**config.mk**
```make
export PLATFORM = sky130hd
export DESIGN_NAME = raster_cursor_generator
export DESIGN_NICKNAME = d
export VERILOG_FILES = /design/src/inc/cursor_pkg.sv /design/src/inc/boundary_if.sv /design/src/logic/boundary_compare.sv /design/src/logic/raster_cursor_generator.sv
export SDC_FILE = /design/constraint.sdc
export NUM_CORES = 1
export LEC_CHECK = 0
export ABC_AREA = 0
export ABC_CLOCK_PERIOD_IN_PS = 2200
export BUFFER_PORTS_ARGS = -buffer_cell sky130_fd_sc_hd__buf_2
export CAP_MARGIN = 20
export CORE_MARGIN = 10
export CORE_UTILIZATION = 40
export DETAILED_ROUTE_END_ITERATION = 12
export RECOVER_POWER = 100
export SYNTH_ARGS = -nofsm -noshare
export SYNTH_HDL_FRONTEND = slang
export SYNTH_SLANG_ARGS = --single-unit
export TNS_END_PERCENT = 100
```
**constraint.sdc**
```tcl
create_clock -name sys_clk_i -period 2.2 [get_ports sys_clk_i]
set_input_delay 0.11 -clock sys_clk_i [delete_from_list [all_inputs] [get_ports sys_clk_i]]
set_output_delay 0.11 -clock sys_clk_i [all_outputs]
set_load 0.02 [all_outputs]
```
**src/inc/cursor_pkg.sv**
```systemverilog
// ==========================================================================
// shared widths and reset values of the cursor generator
package cursor_pkg;
  localparam int POS_W = 10;
  localparam int VSIZE_W = 8;
  localparam int HSIZE_W = 8;
  localparam int LOW_BITS = 4;
  localparam logic [LOW_BITS-1:0] NO_WIDEN = 4'h0;
  localparam logic [POS_W-1:0] POS_RESET = 10'h000;
  localparam logic [VSIZE_W-1:0] VSIZE_RESET = 8'h00;
  localparam logic [HSIZE_W-1:0] HSIZE_RESET = 8'h00;
endpackage

```
**src/inc/boundary_if.sv**
```systemverilog
`timescale 1ns/100ps
// ==========================================================================
// one boundary compare: a counter value against a target word
interface boundary_if #(parameter int W = 10);
  logic [W-1:0] count_val;
  logic [W-1:0] target_val;
  logic hit;
  modport cmp (input count_val, input target_val, output hit);
  modport user (output count_val, output target_val, input hit);
endinterface // boundary_if

```
**src/logic/boundary_compare.sv**
```systemverilog
`timescale 1ns/100ps
// ==========================================================================
// equality compare whose low bits may be forced equal to widen a boundary
module boundary_compare #(
  parameter int W = 10,
  parameter logic [cursor_pkg::LOW_BITS-1:0] WIDEN = cursor_pkg::NO_WIDEN
) (
  // compare bus
  boundary_if.cmp bus
);
  import cursor_pkg::*;

  logic [W-1:0] care;

  // a set widen bit drops that bit out of the compare
  assign care = ~{{(W-LOW_BITS){1'b0}}, WIDEN};
  assign bus.hit = ((bus.count_val ^ bus.target_val) & care) == '0;

endmodule // boundary_compare

```
**src/logic/raster_cursor_generator.sv**
```systemverilog
`timescale 1ns/100ps
// Behaviour
// - row pulses are counted in plain sequence, so rows X and X+1 are neighbours.
// - the row counter clears on the frame pulse, steps on row pulses, and its match is the top edge.
// - the top match opens the vertical window during the requested row itself.
// - in the window a size counter counts rows, its match is the bottom edge, and the window closes after it.
// - the size counter against the size word halved gives the horizontal crosshair row.
// - horizontal counters clear on the row pulse and step on dot ticks to give left, right and vertical crosshair.
// - horizontal compares work only inside the vertical window, giving the inside-box signal.
// - the outline is the OR of four edges ANDed with inside-box, passed when selected.
// - the crosshair is horizontal crosshair AND inside-box, OR vertical crosshair, passed when selected.
// - inside-box is the filled cursor, and all selected types are ORed into one output bit.
// - each comparator may force any of its four low bits equal to widen its boundary.
// - the six boundaries are widened independently.
// - widening moves the cursor centre by half the boundary width and is not compensated.
module raster_cursor_generator #(
  parameter logic [cursor_pkg::LOW_BITS-1:0] TOP_WIDEN = cursor_pkg::NO_WIDEN,
  parameter logic [cursor_pkg::LOW_BITS-1:0] BOTTOM_WIDEN = cursor_pkg::NO_WIDEN,
  parameter logic [cursor_pkg::LOW_BITS-1:0] LEFT_WIDEN = cursor_pkg::NO_WIDEN,
  parameter logic [cursor_pkg::LOW_BITS-1:0] RIGHT_WIDEN = cursor_pkg::NO_WIDEN,
  parameter logic [cursor_pkg::LOW_BITS-1:0] HCROSS_WIDEN = cursor_pkg::NO_WIDEN,
  parameter logic [cursor_pkg::LOW_BITS-1:0] VCROSS_WIDEN = cursor_pkg::NO_WIDEN
) (
  // clock and reset
  input wire logic sys_clk_i,
  input wire logic rst_i,
  // raster timing
  input wire logic frame_pulse_i,
  input wire logic row_pulse_i,
  input wire logic dot_tick_i,
  // cursor placement and size
  input wire logic [cursor_pkg::POS_W-1:0] vpos_i,
  input wire logic [cursor_pkg::POS_W-1:0] hpos_i,
  input wire logic [cursor_pkg::VSIZE_W-1:0] vsize_i,
  input wire logic [cursor_pkg::HSIZE_W-1:0] hsize_i,
  // cursor type selects
  input wire logic sel_outline_i,
  input wire logic sel_crosshair_i,
  input wire logic sel_fill_i,
  // video overlay
  output logic cursor_o
);
  import cursor_pkg::*;

  // ==========================================================================
  // state
  typedef struct packed {
    logic [POS_W-1:0] row_cnt;
    logic [VSIZE_W-1:0] vsize_cnt;
    logic vwin;
    logic [POS_W-1:0] dot_cnt;
    logic [HSIZE_W-1:0] hsize_cnt;
    logic hwin;
    logic cursor;
  } state_type;

  localparam state_type STATE_RESET = '{
    row_cnt: POS_RESET, vsize_cnt: VSIZE_RESET, vwin: 1'b0,
    dot_cnt: POS_RESET, hsize_cnt: HSIZE_RESET, hwin: 1'b0, cursor: 1'b0};

  state_type st;
  state_type next_st;

  // ==========================================================================
  // boundary comparators
  boundary_if #(.W(POS_W)) top_bus ();
  boundary_if #(.W(VSIZE_W)) bottom_bus ();
  boundary_if #(.W(VSIZE_W)) bottom_next_bus ();
  boundary_if #(.W(VSIZE_W)) hcross_bus ();
  boundary_if #(.W(POS_W)) left_bus ();
  boundary_if #(.W(HSIZE_W)) right_bus ();
  boundary_if #(.W(HSIZE_W)) right_next_bus ();
  boundary_if #(.W(HSIZE_W)) vcross_bus ();

  assign top_bus.count_val = st.row_cnt;
  assign top_bus.target_val = vpos_i;
  assign bottom_bus.count_val = st.vsize_cnt;
  assign bottom_bus.target_val = vsize_i;
  assign bottom_next_bus.count_val = st.vsize_cnt + VSIZE_W'(1);
  assign bottom_next_bus.target_val = vsize_i;
  // size word slipped one bit toward the low end lands midway
  assign hcross_bus.count_val = st.vsize_cnt;
  assign hcross_bus.target_val = {1'b0, vsize_i[VSIZE_W-1:1]};
  assign left_bus.count_val = st.dot_cnt;
  assign left_bus.target_val = hpos_i;
  assign right_bus.count_val = st.hsize_cnt;
  assign right_bus.target_val = hsize_i;
  assign right_next_bus.count_val = st.hsize_cnt + HSIZE_W'(1);
  assign right_next_bus.target_val = hsize_i;
  assign vcross_bus.count_val = st.hsize_cnt;
  assign vcross_bus.target_val = {1'b0, hsize_i[HSIZE_W-1:1]};

  // each boundary carries its own mask; centre shift is left to the host
  boundary_compare #(.W(POS_W), .WIDEN(TOP_WIDEN)) top_cmp (.bus(top_bus));
  boundary_compare #(.W(VSIZE_W), .WIDEN(BOTTOM_WIDEN)) bottom_cmp (.bus(bottom_bus));
  boundary_compare #(.W(VSIZE_W), .WIDEN(BOTTOM_WIDEN)) bottom_next_cmp (
    .bus(bottom_next_bus)
  );
  boundary_compare #(.W(VSIZE_W), .WIDEN(HCROSS_WIDEN)) hcross_cmp (.bus(hcross_bus));
  boundary_compare #(.W(POS_W), .WIDEN(LEFT_WIDEN)) left_cmp (.bus(left_bus));
  boundary_compare #(.W(HSIZE_W), .WIDEN(RIGHT_WIDEN)) right_cmp (.bus(right_bus));
  boundary_compare #(.W(HSIZE_W), .WIDEN(RIGHT_WIDEN)) right_next_cmp (
    .bus(right_next_bus)
  );
  boundary_compare #(.W(HSIZE_W), .WIDEN(VCROSS_WIDEN)) vcross_cmp (
    .bus(vcross_bus)
  );

  // ==========================================================================
  // boundary signals
  logic top;
  logic in_vwin;
  logic bottom;
  logic hcross;
  logic left;
  logic in_hwin;
  logic right;
  logic vcross;
  logic area;
  logic outline_pix;
  logic cross_pix;
  logic next_cursor;
  logic v_close;
  logic h_close;

  // top row opens the window at once, so the requested row is covered
  assign top = top_bus.hit;
  assign in_vwin = st.vwin | top;
  assign bottom = in_vwin & bottom_bus.hit;
  assign hcross = in_vwin & hcross_bus.hit;
  // horizontal matches count only inside the vertical window; the dot counter runs always
  assign left = in_vwin & left_bus.hit;
  assign in_hwin = in_vwin & (st.hwin | left);
  assign right = in_hwin & right_bus.hit;
  assign vcross = in_hwin & vcross_bus.hit;
  assign area = in_vwin & in_hwin;
  // closing beats a top or left match, so a zero size still spans one row or dot
  assign v_close = row_pulse_i & bottom & ~bottom_next_bus.hit;
  assign h_close = dot_tick_i & right & ~right_next_bus.hit;

  assign outline_pix = (top | bottom | left | right) & area;
  assign cross_pix = (hcross & area) | vcross;
  assign next_cursor = (sel_outline_i & outline_pix)
    | (sel_crosshair_i & cross_pix)
    | (sel_fill_i & area);

  // ==========================================================================
  // next state
  always_comb begin
    next_st = st;
    next_st.cursor = next_cursor;
    // vertical chain
    if (frame_pulse_i) begin
      next_st.row_cnt = POS_RESET;
      next_st.vsize_cnt = VSIZE_RESET;
      next_st.vwin = 1'b0;
    end else begin
      if (row_pulse_i) begin
        next_st.row_cnt = st.row_cnt + POS_W'(1);
      end
      if (!in_vwin) begin
        next_st.vsize_cnt = VSIZE_RESET;
      end else if (row_pulse_i) begin
        next_st.vsize_cnt = st.vsize_cnt + VSIZE_W'(1);
      end
      // window closes at the end of the last bottom row
      if (v_close) begin
        next_st.vwin = 1'b0;
      end else if (top) begin
        next_st.vwin = 1'b1;
      end
    end
    // horizontal chain
    if (row_pulse_i || frame_pulse_i) begin
      next_st.dot_cnt = POS_RESET;
      next_st.hsize_cnt = HSIZE_RESET;
      next_st.hwin = 1'b0;
    end else begin
      if (dot_tick_i) begin
        next_st.dot_cnt = st.dot_cnt + POS_W'(1);
      end
      if (!in_hwin) begin
        next_st.hsize_cnt = HSIZE_RESET;
      end else if (dot_tick_i) begin
        next_st.hsize_cnt = st.hsize_cnt + HSIZE_W'(1);
      end
      if (h_close) begin
        next_st.hwin = 1'b0;
      end else if (left) begin
        next_st.hwin = 1'b1;
      end
    end
  end

  always_ff @(posedge sys_clk_i or posedge rst_i) begin
    if (rst_i) begin
      st <= STATE_RESET;
    end else begin
      st <= next_st;
    end
  end

  assign cursor_o = st.cursor;
endmodule // raster_cursor_generator

```
=== Word-level counts from Yosys, hierarchy flattened ===
Index checks and enable logic that the tools add are counted.

* Register bits after elaboration: 39
* Input bits: 44
* Output and inout bits: 1
* Word-level logic and storage cells: 72

* $add $sub $neg: 4
* Equal/unequal tests: 2
* Mux-type cells: 12
* Bitwise gates (word level): 34
* Reduce and logical (&&, ||, !) cells: 13

{| class="wikitable"
|+ Operators with widths
! cell !! count
|-
| 8-bit logical NOT || 6
|-
| 19-bit two-way mux || 2
|-
| 8-bit two-way mux || 4
|-
| 8-bit XOR || 4
|-
| 10-bit by 1-bit adder with 10-bit output (second input constant) || 2
|-
| 10-bit logical NOT || 2
|-
| 10-bit two-way mux || 2
|-
| 10-bit XOR || 2
|-
| 8-bit by 1-bit adder with 8-bit output (second input constant) || 2
|-
| 1-bit bitwise AND || 16
|-
| 8-bit by 7-bit XOR with 8-bit output || 2
|-
| 1-bit OR || 8
|-
| 3-bit nonzero test || 2
|-
| 1-bit two-way mux || 4
|-
| 2-bit nonzero test || 2
|-
| 3-bit by 2-bit inequality test with 1-bit output (second input constant) || 1
|-
| 3-bit inequality test (second input constant) || 1
|-
| 1-bit NOT || 2
|-
| 1-bit logical OR || 1
|}

=== Depth between registers and ports, before layout ===
Gate-level depths: netlist of run 1.

* Depth after elaboration: 12
* Gate-level depth with buffers: 7
* Mapped depth without buffers: 6

=== Cells and area by module ===
From an unflattened synthesis of run 1, not the netlist that was laid out.

* Cells, all modules: 310
* Area total of the unflattened synthesis: 2815.2 µm²

{| class="wikitable"
|+ By module, submodules not included
! module !! times used !! cells an instance !! area each (µm²) !! sequential area each (µm²)
|-
| raster_cursor_generator || 1 || 218 || 2072.0 || 975.9
|-
| boundary_compare at bottom_cmp ... || 6 || 11 || 86.3 || 0.0
|-
| boundary_compare at left_cmp ... || 2 || 13 || 112.6 || 0.0
|}

=== Worst setup path after synthesis of run 1 ===
OpenSTA, ideal clock, no wires.

* Path kind: reg-to-reg
* Start: reg st, in the netlist top_bus.count_val[4]
* End: reg st[1] in the netlist's numbering
* Library setup time: 0.099 ns
* Data arrival time: 1.548 ns
* Required time: 2.101 ns
* Path slack: 0.553 ns
* Cell stages (with the launch flop): 7
* Buffers on the path: 1
* Period minus slack after synthesis: 1.647 ns
* Path through: dfrtp_1 > buf_6 > xnor2_2 > nand4_2 > o41ai_4 > a21oi_1 > a311oi_1

* Cells in the longest elaborated chain, start to end: 11
* Elaborated cells on any way between the ends: 12
* Those cells by class: 2 x mux; 8 x bitwise; 2 x reduce/logical

{| class="wikitable"
|+ RTL lines
! item !! line !! RTL
|-
| start, declared || raster_cursor_generator.sv:61 || <nowiki>state_type st;</nowiki>
|-
| start signal, assigned || raster_cursor_generator.sv:199 || <nowiki>st <= next_st;</nowiki>
|-
| 10-bit XOR (*) || boundary_compare.sv:17 || <nowiki>assign bus.hit = ((bus.count_val ^ bus.target_val) & care) == '0;</nowiki>
|-
| 10-bit logical NOT (*) || boundary_compare.sv:17 ||
|-
| 1-bit OR (*) || raster_cursor_generator.sv:128 || <nowiki>assign in_vwin = st.vwin | top;</nowiki>
|-
| 1-bit bitwise AND || raster_cursor_generator.sv:132 || <nowiki>assign left = in_vwin & left_bus.hit;</nowiki>
|-
| 1-bit OR || raster_cursor_generator.sv:133 || <nowiki>assign in_hwin = in_vwin & (st.hwin | left);</nowiki>
|-
| 1-bit bitwise AND || raster_cursor_generator.sv:133 ||
|-
| 1-bit bitwise AND || raster_cursor_generator.sv:134 || <nowiki>assign right = in_hwin & right_bus.hit;</nowiki>
|-
| 1-bit bitwise AND (2 in a row) || raster_cursor_generator.sv:139 || <nowiki>assign h_close = dot_tick_i & right & ~right_next_bus.hit;</nowiki>
|-
| 1-bit two-way mux || raster_cursor_generator.sv:187 || <nowiki>if (h_close) begin</nowiki>
|-
| 19-bit two-way mux || raster_cursor_generator.sv:174 || <nowiki>if (row_pulse_i || frame_pulse_i) begin</nowiki>
|}

Mark *: on every way between the ends. The rest lies on a longest branch, timed or not.
A chain may end at the register's enable or synchronous reset.

=== Worst setup path after layout of run 1 ===
* Start: reg st, in the netlist top_bus.count_val[4]
* End: reg st[20] in the netlist's numbering

* Cells in the longest elaborated chain, start to end: 8
* Elaborated cells on any way between the ends: 9
* Those cells by class: 2 x mux; 5 x bitwise; 2 x reduce/logical

{| class="wikitable"
|+ RTL lines
! item !! line !! RTL
|-
| 10-bit XOR (*) || boundary_compare.sv:17 ||
|-
| 10-bit logical NOT (*) || boundary_compare.sv:17 ||
|-
| 1-bit OR || raster_cursor_generator.sv:128 ||
|-
| 1-bit bitwise AND || raster_cursor_generator.sv:129 || <nowiki>assign bottom = in_vwin & bottom_bus.hit;</nowiki>
|-
| 1-bit bitwise AND (2 in a row) || raster_cursor_generator.sv:138 || <nowiki>assign v_close = row_pulse_i & bottom & ~bottom_next_bus.hit;</nowiki>
|-
| 1-bit two-way mux || raster_cursor_generator.sv:167 || <nowiki>if (v_close) begin</nowiki>
|-
| 19-bit two-way mux || raster_cursor_generator.sv:153 || <nowiki>if (frame_pulse_i) begin</nowiki>
|}

Marks and branches as above.

==> impl_metrics.tcl, run 1 <==
set metrics [dict create \
    holdPathEnd "cursor_o" \
    max_stage_delay_ps 520 \
    rsz0062_at_grt "false" \
    clk_latency_ps 290 \
    post_cts_buffers 0 \
    clockBufferDepth 2 \
    die-width_microns 98.04 \
    dr_total_vias 1846 \
    ys_types 27 \
    cts_root_buffer "clkbuf_8" \
    fin_hold_ws_ps 74.85 \
    synth_cells 261 \
    maxCapViolCount 0 \
    cts.clk_slew.worst_paths_ps 80 \
    outcome "complete, no violations" \
    drt_iter0_markers 44 \
    hpwl_microns 4113 \
    synth_edf_count 0 \
    worst_slack_ps 288.9 \
    seq_area_frac_synth_pct 40.06 \
    dieArea_sq_um 9612 \
    reg2reg_slack_ps 290 \
    finalHoldViolations 0 \
    cts.sink_count 39 \
    fmax_mhz 523.3 \
    cts_tree "built" \
    die_h_microns 98.04 \
    crit_chain "xnor2_2, nand4_1, o41ai_4, nand2b_1, a21oi_1" \
    maxSlewViolCount 0 \
    syn2layout_area_growth_pct 14.74 \
    path_max_fanout 9 \
    gr-total-overflow 0 \
    cp-start-kind "register" \
    post-route-period-util_pct 86.87 \
    instances_no_fill 378 \
    cp_num_buf_inv 0 \
    antenna_found_initial 0 \
    powerDensity_nw_per_um2 491.0 \
    start_util_pct 41.15 \
    setup_violations 0 \
    grtUsageTotal_pct 11.30 \
    cp_slowest_cell "o41ai_4" \
    reg2reg_from "top_bus.count_val[4]" \
    wl_per_cell_microns 13.94 \
    dp.cells 369 \
    netlist_area_sq_um 2436 \
    place_ws_ps 321.0 \
    fin_crit_ps 1911 \
    yosys_warnings 0 \
    required_ps 2420 \
    drc 0 \
    antenna_cells 0 \
    async_flop_share_pct 100.0 \
    dr.pass1.iters 4 \
    dpl-instance-area_sq_um 2706 \
    nets 350 \
    ff2ff_path_depth 5 \
    place.gp.congestion 0.7866 \
    drive_gt1_share_pct 18.81 \
    portBuffers 44 \
    endpoint_kind "register" \
    numCtsBuffers 5 \
    grt_max_degree 40 \
    drt-total-wl_microns 5268 \
    cts.htree.levels 2 \
    vias_per_cell 4.884 \
    worst_pin_slew_ps 975.7 \
    cts-resized-gates 0 \
    fin_setup_tns_ps 0 \
    syn_avg_cell_area_sq_um 9.334 \
    p_leak_nw 1.149 \
    rows 28 \
    holdPathStages 3 \
    boundaryPins 45 \
    critPathTopFamily "compound AO/OA/AOI/OAI gates" \
    hp-start "sel_fill_i" \
    hold_path_class "primary input to register" \
    r2r-end "st[20]" \
    ys_ff_latch 39 \
    grt_pass1_wl_microns 9156 \
    max-vdd-ir-drop_mv 0.2711 \
    coreArea_sq_um 5921 \
    critPathArrivalTime_ps 2130 \
    syn-num-nets 309 \
    skew_ps 6.663 \
    grt_pass1_vias 1872 \
    crit_type "register to register" \
    final_cell_area_sq_um 2795 \
    synthFlopType "dfrtp_1" \
    drtAntennaViolNets 0 \
    max_slew_margin_pct 34.95 \
]
==> per-layer routing <==
| metal | share of wire (%) | global-route usage, % | wire, microns | up-vias |
|---|---|---|---|---|
| met5 | 0 | 0 | 0 | - |
| li1 | - | - | - | 959 |
| met3 | 4.1 | 2.819 | 214 | 9 |
| met4 | 1.7 | 4.027 | 87 | 0 |
| met2 | 47 | 17.31 | 2459 | 32 |
| met1 | 48 | 14.99 | 2506 | 846 |
==> cell families (layout without fill, tap and decap cells) <==
logic type	after synthesis	count (layout)	share of synthesized area, %
DFF	39	39	40.06
muxes	4	4	1.644
xor gates and xnor gates	77	77	27.99
and+or+nand+nor	101	101	19.72
AOI/OAI and AO/OA	19	19	5.496
buffers and inverters	17	59	3.030
adders and majority gates	4	4	2.055
==> power by group <==
group | total (mW) | internal [mW] | switching (mW)
Combinational | 0.159 | 0.0779 | 0.0812
Clock | 0.484 | 0.221 | 0.264
Sequential | 0.729 | 0.721 | 0.00814
Total | 1.37 | 1.02 | 0.353
==> metrics by stage <==
| stage | util (%) | total power [mW] |
|---|---|---|
| floorplan | - | 0.8350 |
| global placement | 45.71 | 0.9043 |
| detailed placement | 45.71 | 0.9060 |
| CTS | 47.38 | 1.391 |
| global route | 47.21 | 1.445 |
| finish | 47.21 | 1.372 |
==> cell usage in the layout (no fill, tap or decap) <==
master / n
clkinvlp_4: 2
inv_1: 4
or3_1: 5
xnor2_1: 54
clkbuf_2: 1
and3_1: 4
buf_4: 1
mux2i_1: 4
nor2_1: 37
nand2b_1: 1
clkbuf_8: 5
dlygate4sd3_1: 1
xor2_1: 22
o21ai_0: 7
or2_2: 1
nand4_1: 21
nor3_1: 4
a311oi_1: 1
dfrtp_1: 39
o211ai_2: 1
nand2_1: 24
xnor2_2: 1
a31oi_1: 1
clkbuf_1: 1
ha_1: 4
buf_2: 43
a21oi_1: 7
o41ai_1: 1
nor4_1: 4
o41ai_4: 1
clkinv_2: 1
==> worst min-delay path, cell delays in order <==
cell     delay, ps
buf_2          100
inv_1           60
a31oi_1         70
==> sequential cells by signal, indices dropped and copies added (netlist names) <==
signal,flops
bottom_bus.count_val,8
st,2
left_bus.count_val,10
top_bus.count_val,10
cursor_o,1
right_bus.count_val,8
==> synthesized netlist by cell type, types with 2 or more instances <==
| cell type | n | area [sq um] |
|---|---|---|
| a21oi_1 | 7 | 35.03 |
| and3_1 | 4 | 25.02 |
| buf_2 | 2 | 10.01 |
| clkbuf_1 | 10 | 37.54 |
| dfrtp_1 | 39 | 975.9 |
| ha_1 | 4 | 50.05 |
| inv_1 | 4 | 15.01 |
| mux2i_1 | 4 | 40.04 |
| nand2_1 | 24 | 90.09 |
| nand4_1 | 20 | 125.1 |
| nor2_1 | 37 | 138.9 |
| nor3_1 | 4 | 20.02 |
| nor4_1 | 4 | 25.02 |
| o21ai_0 | 7 | 35.03 |
| or3_1 | 5 | 31.28 |
| xnor2_1 | 54 | 473.0 |
| xor2_1 | 22 | 192.7 |
==> worst max path at each step <==
stage,start,end,slack (ps),cells after the start
after floorplan,top_bus.count_val[4],st[1],550,6
after global placement,top_bus.count_val[4],bottom_bus.count_val[7],370,5
after detailed placement,top_bus.count_val[4],st[20],320,5
after CTS,top_bus.count_val[4],st[20],300,5
after global routing,top_bus.count_val[1],bottom_bus.count_val[6],130,5
final,top_bus.count_val[4],st[20],290,5
==> layout make-up <==
type | instances | area, sq um
sequential | 39 | 975.9
timing repair buffer | 47 | 241.5
clock inverter | 3 | 20.02
inverter | 4 | 15.01
clock buffer | 5 | 68.82
fill | 590 | 3126
tap | 75 | 93.84
multi-input combinational | 205 | 1380
==> what timing repair did <==
item	CTS	global route
hold endpoints to repair	39	0
hold buffers	1	0
setup endpoints to repair	0	0
Note: power is estimated with default switching activity, not from simulation.
==> run 2: changes to the inputs <==
SYNTH_HIERARCHICAL = 1   (was unset)
==> run 2 against run 1 <==
  * Sequential cell count stayed put
  * Clock power increased by 47%
  * Sequential power about the same
  * Synthesized area grew 16%
  * Total power rose by 18%
  * Die area rose by 12%
  * Highest routed layer unchanged
==> impl_metrics.tcl, run 2 <==
set metrics [dict create \
    outcome "complete, no violations" \
    antenna_cells 0 \
    cp.depth 6 \
    fillers 673 \
    final_cell_mix "74 x xnor2_1, 43 x buf_2, 39 x dfrtp_1" \
    multi_input_area_sq_um 1768 \
    place.gp.congestion 0.8438 \
    maxCapViolCount 0 \
    gr-total-overflow 0 \
    yosys.area.top_type "dfrtp_1" \
    cp_num_buf_inv 0 \
    sw_frac_of_total_pct 22.16 \
    drt-total-wl_microns 6564 \
    worst_slack_ps 291.5 \
    finalHoldViolations 0 \
    holdPathStages 2 \
    skew_ps 8.055 \
    syn_avg_cell_area_sq_um 9.081 \
    die_h_microns 103.9 \
    cts_tree "built" \
    gr-usage-met2_pct 19.14 \
    critPathTopFamily "simple AND/OR/NAND/NOR gates" \
    dieArea_sq_um 10790 \
    seqPwrFrac_pct 45.0 \
    cts.htree.levels 2 \
    intPower_mw 1.262 \
    hold_path_class "primary input to register" \
    dr_total_vias 2349 \
    rsz0062_at_grt "false" \
    place_ws_ps 307.6 \
    max_slew_margin_pct 34.74 \
    yosys-top-cells-area "dfrtp_1 35%, xnor2_1 23%, xor2_1 6.8%" \
    final_common_cell "xnor2_1" \
    ys_types 37 \
    numCtsBuffers 5 \
    critPathArrivalTime_ps 2130 \
    hpwl_microns 5016 \
    crit_type "register to register" \
    coreArea_sq_um 6832 \
    clk_latency_ps 290 \
    vias_per_cell 5.174 \
    r2r-end "right_bus.count_val[6]" \
    cts_root_buffer "clkbuf_8" \
    yosysMostFrequentCell "xnor2_1" \
    path_max_fanout 8 \
    grtUsageTotal_pct 11.84 \
    worst_pin_slew_ps 978.9 \
    cp_slowest_cell "nor4_2" \
    portBuffers 44 \
    powerDensity_nw_per_um2 496.1 \
    busiest_layer "met2" \
    wl_per_cell_microns 14.46 \
    synthFlopType "dfrtp_1" \
    reg2reg_from "top_bus.count_val[2]" \
    syn2layout_area_growth_pct 16.09 \
    cp-start-kind "register" \
    cts.clk_slew.worst_paths_ps 80 \
    nets 405 \
    dr.pass1.iters 4 \
    fmax_mhz 524.0 \
    regArea_sq_um 975.9 \
    p_comb_share_pct 11.1 \
    ys_top_cells_by_count "74 x xnor2_1, 39 x dfrtp_1, 31 x nor2_1" \
    synth_edf_count 0 \
    required_ps 2420 \
    synth_cells 310 \
    drive_gt1_share_pct 15.36 \
    ff2ff_path_depth 6 \
    fin_setup_tns_ps 0 \
    endpoint "right_bus.count_val[6]" \
    maxSlewViolCount 0 \
    start_util_pct 41.21 \
    boundaryPins 45 \
    cts.sink_count 39 \
    drc 0 \
    use_met1_pct 15.03 \
    antenna_found_initial 0 \
    grt_max_degree 40 \
    synth_top_area_share_pct 34.67 \
    max_stage_delay_ps 490 \
    rows 30 \
    async_flop_share_pct 100.0 \
    crit_chain "xnor2_1, nand4_1, nor4_2, o22a_1, nand2_1, a21oi_1" \
    yosys_warnings 6 \
    clockBufferDepth 2 \
    p_leak_nw 1.238 \
    max-vdd-ir-drop_mv 0.2493 \
    grt.met3_usage_pct 2.726 \
    drt_iter0_markers 77 \
    p_sw_uw 359.3 \
    die-width_microns 103.9 \
    netlist_area_sq_um 2815 \
    reg2reg_slack_ps 290 \
    setup_violations 0 \
    post-route-period-util_pct 86.75 \
    clock_power_share_pct 43.9 \
    drtAntennaViolNets 0 \
    cts-resized-gates 0 \
    seq_area_frac_synth_pct 34.67 \
    grt_pass1_wl_microns 10930 \
    ys_ff_latch 39 \
    cp-startpoint "top_bus.count_val[2]" \
    endpoint_kind "register" \
    instances_no_fill 454 \
    fin_crit_ps 1909 \
    dp.cells 445 \
    grt_pass1_vias 2289 \
]
==> run 2: cell types whose count changed in the layout (fill, tap and decap cells not counted), moves of 5 or more <==
| cell | before | now |
|---|---|---|
| nand2_1 | 24 | 14 |
| or3_1 | 5 | 10 |
| nand3_1 | 0 | 9 |
| xnor2_1 | 54 | 74 |
| nand4_1 | 21 | 30 |
| a21oi_1 | 7 | 14 |
| nor2_1 | 37 | 31 |
| or4_1 | 0 | 5 |
| inv_1 | 4 | 9 |
| o31ai_1 | 0 | 5 |
==> run 2: worst min path at each step <==
stage                     from                     to
floorplan           sel_fill_i               cursor_o
global placement         rst_i  left_bus.count_val[7]
detailed placement       rst_i   top_bus.count_val[3]
CTS                 sel_fill_i               cursor_o
global route        sel_fill_i               cursor_o
finish              sel_fill_i               cursor_o
==> run 2: kinds of logic after synthesis <==
logic type               Yosys count  synth area share [%]
XOR/XNOR                          96                 29.87
buffers and inverters             17                 2.444
AO/OA/AOI/OAI                     39                 8.756
flip-flops                        39                 34.67
other                              1                0.1332
AND/OR/NAND/NOR                  108                 20.22
adder cells (fa/ha/maj)            4                 1.778
multiplexers                       6                 2.133
==> run 2: routing by layer <==
layer	part of all wire (%)	wire length [microns]	up-vias
li1	-	-	1177
met1	47	3087	1127
met2	47	3097	40
met3	4.3	284	5
met4	1.4	95	0
met5	0	0	-
==> run 2: power by group through the flow <==
stage / clock network, mW / logic, mW / registers [mW]
CTS: 0.730 / 0.184 / 0.730
global placement: 0 / 0.179 / 0.744
finish: 0.711 / 0.181 / 0.729
floorplan: 0 / 0.103 / 0.742
detailed placement: 0 / 0.181 / 0.744
global route: 0.762 / 0.199 / 0.731
==> run 2: metrics by stage <==
step           cell area, sq um  hold WS (ps)  utilization [%]  total power, mW
3_5_place_dp               3139         268.5            45.95           0.9254
3_3_place_gp               3139         266.6            45.95           0.9233
2_1_floorplan              2819         253.2                -           0.8446
6_report                   3268         78.41            47.84            1.621
5_1_grt                    3268         83.17            47.84            1.691
4_1_cts                    3282         55.11            48.04            1.644
==> run 2: timing repair <==
item                                   CTS  global route
hold buffers                             1             0
setup buffers                            0             0
endpoints found under the hold margin   39             0
==> run 2: cell type report <==
class	count	share of cell area [%]
clock inverter	2	1.838
timing repair buffer	47	7.274
multi-input combinational	255	54.10
clock buffer	6	2.221
tap	96	3.675
inverter	9	1.034
sequential	39	29.86
